$ cat src/hw/startup_seq_pkg.sv
package startup_seq_pkg;

   // ---------------------------------------------------------------
   // time base
   // ---------------------------------------------------------------
   localparam int unsigned CLK_HZ = 40000000;
   localparam int unsigned TICK_MS = 1;
   localparam int unsigned TICK_CYCLES = CLK_HZ / 1000 * TICK_MS;

   // ---------------------------------------------------------------
   // step times in ms from the wakeup event
   // ---------------------------------------------------------------
   localparam int unsigned WAKE_MS = 0;
   localparam int unsigned REG_ON_MS = 20;
   localparam int unsigned INIT_START_MS = 22;
   localparam int unsigned INIT_DONE_SLOW_MS = 69;
   localparam int unsigned INIT_DONE_FAST_MS = 47;
   localparam int unsigned FULL_SCAN_SLOW_MS = 164;
   localparam int unsigned FULL_SCAN_FAST_MS = 97;
   localparam int unsigned SWITCH_ON_SLOW_MS = 282;
   localparam int unsigned SWITCH_ON_FAST_MS = 283;
   localparam int unsigned SWITCH_EVAL_MS = 250;

   localparam int unsigned MS_W = 10;

   // ---------------------------------------------------------------
   // alarm map bit positions
   // ---------------------------------------------------------------
   localparam int unsigned ALM_INIT_START = 0;
   localparam int unsigned ALM_INIT_DONE = 1;
   localparam int unsigned ALM_SCAN = 2;
   localparam int unsigned ALM_FULL_SCAN = 3;
   localparam int unsigned ALM_W = 4;

endpackage

$ cat src/hw/ms_tick_gen.sv
`timescale 1ns/100ps
// ---------------------------------------------------------------
// millisecond tick from the system clock
// ---------------------------------------------------------------
module ms_tick_gen #(
   parameter int unsigned CYCLES = startup_seq_pkg::TICK_CYCLES
) (
   input wire logic sys_clk_i,
   input wire logic srst_i,
   input wire logic run_i,
   output logic tick_o
);
   logic [$clog2(CYCLES+1)-1:0] cnt_q;

   // restarts with run so the first tick lands one full ms after wakeup
   always_ff @(posedge sys_clk_i) begin
      if (srst_i || !run_i) begin
         cnt_q <= '0;
         tick_o <= 1'b0;
      end else if (cnt_q == $bits(cnt_q)'(CYCLES - 1)) begin
         cnt_q <= '0;
         tick_o <= 1'b1;
      end else begin
         cnt_q <= cnt_q + 1'b1;
         tick_o <= 1'b0;
      end
   end
endmodule

$ cat src/hw/battery_monitor_startup_sequencer.sv
`timescale 1ns/100ps
// Operation
// after leaving shutdown the steps run in order and normal mode follows.
// a low wake thermistor pin or a high load detect pin wakes, time zero.
// if enabled the aux regulator turns on 20 ms after wakeup.
// the init started flag sets at 22 ms and joins the alarm if mapped.
// init complete and scan flags set together at 69 ms, or 47 ms fast.
// the full scan flag sets at 164 ms, or 97 ms fast, mappable to alarm.
// autonomous switch decisions are made only every 250 ms in normal mode.
// switches turn on at 282 ms, or 283 ms fast, under autonomous control.
// the alarm pin drives low while active and is released otherwise.
// time counts in ms from wakeup and each step fires at its count.
module battery_monitor_startup_sequencer #(
   parameter int unsigned TICK_CYCLES = startup_seq_pkg::TICK_CYCLES
) (
   input wire logic sys_clk_i,
   input wire logic srst_i,
   input wire logic wake_thermistor_pin_i,
   input wire logic load_detect_pin_i,
   input wire logic fast_conversion_select_i,
   input wire logic autonomous_switch_control_i,
   input wire logic aux_reg_auto_en_i,
   input wire logic [startup_seq_pkg::ALM_W-1:0] alarm_map_i,
   input wire logic switch_ok_i,
   input wire logic alarm_clear_i,
   output logic aux_regulator_one_o,
   output logic init_started_flag_o,
   output logic init_complete_flag_o,
   output logic conversion_scan_flag_o,
   output logic full_scan_flag_o,
   output logic normal_mode_o,
   output logic switch_en_o,
   output logic alarm_pin_o,
   output logic alarm_pin_oe_o
);
   localparam int unsigned W = startup_seq_pkg::MS_W;

   typedef enum logic [2:0] {
      ST_SHUTDOWN,
      ST_REG_WAIT,
      ST_INIT_WAIT,
      ST_CONV_WAIT,
      ST_FULL_WAIT,
      ST_SWITCH_WAIT,
      ST_NORMAL
   } seq_state_e;

   // ---------------------------------------------------------------
   // helpers
   // ---------------------------------------------------------------
   function automatic logic [W-1:0] ms(input int unsigned v);
      return W'(v);
   endfunction

   function automatic logic [W-1:0] pick(input logic fast,
                                         input int unsigned slow_v,
                                         input int unsigned fast_v);
      return fast ? W'(fast_v) : W'(slow_v);
   endfunction

   // ---------------------------------------------------------------
   // pin synchronisers
   // ---------------------------------------------------------------
   logic ts_meta_q;
   logic ts_sync_q;
   logic ld_meta_q;
   logic ld_sync_q;

   always_ff @(posedge sys_clk_i) begin
      if (srst_i) begin
         ts_meta_q <= 1'b1;
         ts_sync_q <= 1'b1;
         ld_meta_q <= 1'b0;
         ld_sync_q <= 1'b0;
      end else begin
         ts_meta_q <= wake_thermistor_pin_i;
         ts_sync_q <= ts_meta_q;
         ld_meta_q <= load_detect_pin_i;
         ld_sync_q <= ld_meta_q;
      end
   end

   logic wake_evt;
   assign wake_evt = !ts_sync_q || ld_sync_q;

   // ---------------------------------------------------------------
   // time base
   // ---------------------------------------------------------------
   seq_state_e state_q;
   logic running;
   logic tick;
   logic [W-1:0] ms_q;
   logic fast_q;

   assign running = (state_q != ST_SHUTDOWN);

   ms_tick_gen #(
      .CYCLES(TICK_CYCLES)
   ) u_tick (
      .sys_clk_i(sys_clk_i),
      .srst_i(srst_i),
      .run_i(running),
      .tick_o(tick)
   );

   // saturates so a long normal run cannot wrap back onto a step time
   always_ff @(posedge sys_clk_i) begin
      if (srst_i || !running) begin
         ms_q <= '0;
      end else if (tick && ms_q != '1) begin
         ms_q <= ms_q + 1'b1;
      end
   end

   // mode captured at wakeup so thresholds cannot move mid-sequence
   always_ff @(posedge sys_clk_i) begin
      if (srst_i) begin
         fast_q <= 1'b0;
      end else if (state_q == ST_SHUTDOWN && wake_evt) begin
         fast_q <= fast_conversion_select_i;
      end
   end

   // ---------------------------------------------------------------
   // sequence
   // ---------------------------------------------------------------
   logic [W-1:0] init_done_ms;
   logic [W-1:0] full_ms;
   logic [W-1:0] sw_ms;

   assign init_done_ms = pick(fast_q, startup_seq_pkg::INIT_DONE_SLOW_MS,
                              startup_seq_pkg::INIT_DONE_FAST_MS);
   assign full_ms = pick(fast_q, startup_seq_pkg::FULL_SCAN_SLOW_MS,
                         startup_seq_pkg::FULL_SCAN_FAST_MS);
   assign sw_ms = pick(fast_q, startup_seq_pkg::SWITCH_ON_SLOW_MS,
                       startup_seq_pkg::SWITCH_ON_FAST_MS);

   always_ff @(posedge sys_clk_i) begin
      if (srst_i) begin
         state_q <= ST_SHUTDOWN;
      end else begin
         unique case (state_q)
            ST_SHUTDOWN: begin
               if (wake_evt) begin
                  state_q <= ST_REG_WAIT;
               end
            end
            ST_REG_WAIT: begin
               if (ms_q >= ms(startup_seq_pkg::REG_ON_MS)) begin
                  state_q <= ST_INIT_WAIT;
               end
            end
            ST_INIT_WAIT: begin
               if (ms_q >= ms(startup_seq_pkg::INIT_START_MS)) begin
                  state_q <= ST_CONV_WAIT;
               end
            end
            ST_CONV_WAIT: begin
               if (ms_q >= init_done_ms) begin
                  state_q <= ST_FULL_WAIT;
               end
            end
            ST_FULL_WAIT: begin
               if (ms_q >= full_ms) begin
                  state_q <= ST_SWITCH_WAIT;
               end
            end
            ST_SWITCH_WAIT: begin
               if (ms_q >= sw_ms) begin
                  state_q <= ST_NORMAL;
               end
            end
            ST_NORMAL: begin
               state_q <= ST_NORMAL;
            end
         endcase
      end
   end

   assign normal_mode_o = (state_q == ST_NORMAL);

   // ---------------------------------------------------------------
   // step outputs
   // ---------------------------------------------------------------
   always_ff @(posedge sys_clk_i) begin
      if (srst_i) begin
         aux_regulator_one_o <= 1'b0;
      end else if (running && aux_reg_auto_en_i &&
                   ms_q >= ms(startup_seq_pkg::REG_ON_MS)) begin
         aux_regulator_one_o <= 1'b1;
      end
   end

   // flags are sticky; a fresh set wins over a clear in the same cycle
   logic set_start;
   logic set_done;
   logic set_full;

   assign set_start = (state_q == ST_INIT_WAIT) &&
                      (ms_q >= ms(startup_seq_pkg::INIT_START_MS));
   assign set_done = (state_q == ST_CONV_WAIT) && (ms_q >= init_done_ms);
   assign set_full = (state_q == ST_FULL_WAIT) && (ms_q >= full_ms);

   always_ff @(posedge sys_clk_i) begin
      if (srst_i) begin
         init_started_flag_o <= 1'b0;
      end else if (set_start) begin
         init_started_flag_o <= 1'b1;
      end else if (alarm_clear_i) begin
         init_started_flag_o <= 1'b0;
      end
   end

   always_ff @(posedge sys_clk_i) begin
      if (srst_i) begin
         init_complete_flag_o <= 1'b0;
         conversion_scan_flag_o <= 1'b0;
      end else if (set_done) begin
         init_complete_flag_o <= 1'b1;
         conversion_scan_flag_o <= 1'b1;
      end else if (alarm_clear_i) begin
         init_complete_flag_o <= 1'b0;
         conversion_scan_flag_o <= 1'b0;
      end
   end

   always_ff @(posedge sys_clk_i) begin
      if (srst_i) begin
         full_scan_flag_o <= 1'b0;
      end else if (set_full) begin
         full_scan_flag_o <= 1'b1;
      end else if (alarm_clear_i) begin
         full_scan_flag_o <= 1'b0;
      end
   end

   // ---------------------------------------------------------------
   // autonomous switch control
   // ---------------------------------------------------------------
   logic [W-1:0] eval_q;

   // evaluation only on the 250 ms grid; the first evaluation lands 250 ms after entry
   always_ff @(posedge sys_clk_i) begin
      if (srst_i || !normal_mode_o) begin
         eval_q <= '0;
      end else if (tick) begin
         if (eval_q == ms(startup_seq_pkg::SWITCH_EVAL_MS - 1)) begin
            eval_q <= '0;
         end else begin
            eval_q <= eval_q + 1'b1;
         end
      end
   end

   always_ff @(posedge sys_clk_i) begin
      if (srst_i) begin
         switch_en_o <= 1'b0;
      end else if (!autonomous_switch_control_i) begin
         switch_en_o <= 1'b0;
      end else if (state_q == ST_SWITCH_WAIT && ms_q >= sw_ms) begin
         switch_en_o <= switch_ok_i;
      end else if (normal_mode_o && tick && eval_q ==
                   ms(startup_seq_pkg::SWITCH_EVAL_MS - 1)) begin
         switch_en_o <= switch_ok_i;
      end
   end

   // ---------------------------------------------------------------
   // alarm pin, open drain
   // ---------------------------------------------------------------
   logic [startup_seq_pkg::ALM_W-1:0] alm_src;

   always_comb begin
      alm_src = '0;
      alm_src[startup_seq_pkg::ALM_INIT_START] = init_started_flag_o;
      alm_src[startup_seq_pkg::ALM_INIT_DONE] = init_complete_flag_o;
      alm_src[startup_seq_pkg::ALM_SCAN] = conversion_scan_flag_o;
      alm_src[startup_seq_pkg::ALM_FULL_SCAN] = full_scan_flag_o;
   end

   always_ff @(posedge sys_clk_i) begin
      if (srst_i) begin
         alarm_pin_oe_o <= 1'b0;
      end else begin
         alarm_pin_oe_o <= |(alm_src & alarm_map_i);
      end
   end

   assign alarm_pin_o = 1'b0;

endmodule

$ cat config.mk
export PLATFORM = sky130hd
export DESIGN_NAME = battery_monitor_startup_sequencer
export DESIGN_NICKNAME = d
export VERILOG_FILES = /design/src/hw/startup_seq_pkg.sv /design/src/hw/ms_tick_gen.sv /design/src/hw/battery_monitor_startup_sequencer.sv
export SDC_FILE = /design/constraint.sdc
export NUM_CORES = 1
export LEC_CHECK = 0
export BUFFER_PORTS_ARGS = -buffer_cell sky130_fd_sc_hd__buf_2
export CORE_ASPECT_RATIO = 1.5
export CORE_UTILIZATION = 55
export CTS_BUF_LIST = sky130_fd_sc_hd__clkbuf_8
export DETAILED_ROUTE_END_ITERATION = 8
export PLACE_DENSITY = 0.84
export SYNTH_ARGS = -nofsm -noshare
export SYNTH_HDL_FRONTEND = slang
export SYNTH_HIERARCHICAL = 1
export SYNTH_SLANG_ARGS = --single-unit
$ cat constraint.sdc
create_clock -name sys_clk_i -period 2.4 [get_ports sys_clk_i]
set_input_delay 0.48 -clock sys_clk_i [delete_from_list [all_inputs] [get_ports sys_clk_i]]
set_output_delay 0.48 -clock sys_clk_i [all_outputs]
set_load 0.005 [all_outputs]
==> summary.txt <==
Outcome
  • Status: completed

Synth
  • Library cells used by synthesis: 52
  • Seq cells post-synth: 51
  • Share of the synthesized area in the top cell type: 0.391
  • Post-synth EDFFs: 0
  • Leading area contributor after synthesis: dfxtp_1
  • Synthesized area: around 2600 sq um
  • Asr flop ratio synth: 0
  • Main synth FF type: dfxtp_1
  • Sequential-to-total area share from yosys stat: 0.391
  • Mapped Cells: approximately 300
  • Synthesized Nets: 327
  • Synth area leaders: dfxtp_1, nor2_1, ha_1
  • Synthesis Warnings: 6
  • Mean Syn Cell Area: 8.67 sq um

Power and ir drop
  • PwrDens: 587 nW/um^2
  • Total internal power: approximately 1.2 mW
  • Sw Share: 0.285
  • Logic pwr share: 0.150
  • Peak supply drop: 0.479 mV
  • Clk network pwr share: 0.301
  • Flop pwr share: 0.548
  • Psw: approximately 480 uW
  • Lkg Pwr: 1.02 nW

Floorplan
  • Total core area: 4540 sq um
  • Die Span Y: ~86 um
  • Die width: around 58 um
  • Row cnt: 30
  • Num ports: 22
  • Die area: 5030 sq um
  • Initial Utilization: 0.574

Place
  • Routability congestion estimate: between 0.8 and 0.9
  • Post-DP HPWL: around 3900 um
  • PortBufs: 20

Detailed routing
  • Drt first pass iters: 4
  • Drt total wl: 5260 um
  • Vias per cell: 5.61
  • Number of DRC markers in iteration 0: 102
  • Number of routed nets with antenna violations: 0
  • Wire per inst: 13.7 um
  • Drc violations: 0
  • Vias: 2,147

Clock network
  • TritonCTS buffer count: 5
  • Root Driver: clkbuf_8
  • CTS tree: done
  • H-tree depth: 2
  • Postcts setup bufs: 0
  • Number of hold buffers added after cts: 0
  • Post-CTS sizing: 0
  • Sink Count: between 50 and 60
  • Clk_lat worst skew: 310 ps
  • Clk buf depth: 2
  • CTS clk-pin slew, worst paths: 90 ps

GRT
  • Pin count of the biggest net entering global routing: 19
  • First-pass GRT wire length: 9050 um
  • Initial antenna violation count: 0
  • Total GRT Usage: 0.231
  • Vias in the first global route: 2,144
  • Grt ovf: 0

Timing
  • RSZ-0062 raised after global routing: no
  • Final Hold Vio Count: 0
  • Clock Skews: 8.03 ps
  • Min Tclk post-route: 1990 ps
  • Fmax: 0.502 GHz
  • Final Max Tran Viols: 0
  • Least-Margin Pin Slew: 660 ps
  • Tcrit/Tclk final: 0.830
  • Hold slack: 375 ps
  • Setup TNS: 0 ps
  • Worst rel slew slack: 0.560
  • Final Setup Violations: 0

Critical path
  • R2R cell count: 5
  • Path type of the worst setup path: register to register
  • Critical path's largest stage delay: 540 ps
  • Worst-path fanout max: 10
  • CP arrival: 2230 ps
  • Crit path cell chain: nor2_1 -> o31a_1 -> a211o_1 -> or4_4 -> a21oi_1
  • RR Startpoint: ms_q[2]
  • Startpoint Class: register
  • Slowest cell on crit path: dfxtp_1
  • R2r endpoint: state_q[2]
  • CP Capture Type: register
  • Critical Path RT: approximately 2600 ps
  • R2R setup slack: 410 ps

Cells and area
  • Layout area overhead: 8.82%
  • Register area: 1020 sq um
  • Most frequent cells in the layout: dfxtp_1, nor2_1, buf_2
  • Commonest non-fill, non-tap cell in the layout: dfxtp_1
  • Antenna fix cells: 0
  • Layout cell share with drive strength beyond 1: 0.135
  • Combined area of the multi-input logic cells: approximately 1500 sq um
  • Filler instances: 416
  • Nets: 345

Worst hold path
  • Hold_sp: load_detect_pin_i
  • Hold Path Stages: 2
  • Worst hold path endpoint: ld_meta_q
  • HP Class: input pin to register

Flow run
  • Max Cap Viol: 0
## worst max-delay path by stage
stage             from                endpoint  slack (ps)  depth (start not counted)
6_report       ms_q[2]              state_q[2]         410                          5
5_1_grt         fast_q  conversion_scan_flag_o         290                          7
4_1_cts         fast_q              state_q[2]         420                          7
3_5_place_dp    fast_q              state_q[2]         450                          7
3_3_place_gp    fast_q              state_q[2]         520                          7
2_1_floorplan   fast_q              state_q[2]         620                          7
## Yosys cell counts, types with 4 or more instances
library cell,count
a21oi_1,10
a31oi_1,4
buf_2,6
clkbuf_1,4
dfxtp_1,51
ha_1,13
inv_1,15
nand2_1,19
nand3_1,16
nand4_1,6
nor2_1,48
nor2b_1,5
nor3_1,9
o21ai_0,5
xnor2_1,18
xor2_1,13
## state kept, by name, indices dropped and copies added (netlist names), 3 cells and up
name,flops
state_q,3
u_tick/cnt_q,16
ms_q,10
eval_q,10
## worst max-delay path, delay by kind of cell (launching register included)
kind	cells	cell delay (ps)
compound gates	3	770
flops	1	540
simple gates	2	620
## per-stage QoR
| step | worst slack [ps] | std cells | cell area (sq um) | util | total power [mW] |
|---|---|---|---|---|---|
| after floorplan | 617 | 301 | 2610 | - | 1.12 |
| after global placement | 517 | 376 | 2750 | 0.606 | 1.17 |
| after detailed placement | 452 | 376 | 2750 | 0.606 | 1.18 |
| after CTS | 419 | 383 | 2840 | 0.625 | 1.67 |
| after global routing | 290 | 383 | 2840 | 0.625 | 1.74 |
| final | 408 | 383 | 2840 | 0.625 | 1.67 |
## kinds of logic after synthesis
group	Yosys count	share of synthesized area
other	1	0.00144
xor gates and xnor gates	31	0.104
buffers and inverters	28	0.0460
and+or+nand+nor	135	0.279
adders and majority gates	13	0.0624
AOI/OAI and AO/OA	40	0.108
DFF	51	0.391
muxes	2	0.00767
## power by group through the flow
| stage | combinational (mW) | clock [mW] | sequential (mW) |
|---|---|---|---|
| detailed placement | 0.249 | 0 | 0.932 |
| global placement | 0.243 | 0 | 0.931 |
| finish | 0.251 | 0.502 | 0.914 |
| global route | 0.284 | 0.541 | 0.920 |
| CTS | 0.250 | 0.509 | 0.912 |
| floorplan | 0.211 | 0 | 0.912 |
## final cells by class
type                            instances  share of cell area
Multi-Input combinational cell        222               0.517
Sequential cell                        51               0.360
Timing Repair Buffer                   23              0.0432
Clock buffer                            6              0.0291
Tap cell                               64              0.0282
Inverter                               16              0.0212
Clock inverter                          1             0.00176
## per-layer routing
| metal | up-vias | share of wire | global-route usage | wire (um) |
|---|---|---|---|---|
| li1 | 1075 | - | - | - |
| met1 | 1004 | 0.41 | 0.237 | 2150 |
| met2 | 51 | 0.53 | 0.438 | 2780 |
| met3 | 17 | 0.028 | 0.0388 | 149 |
| met4 | 0 | 0.033 | 0.113 | 176 |
| met5 | - | 0 | 0 | 0 |
No activity file was read; power rests on OpenSTA's default activity.
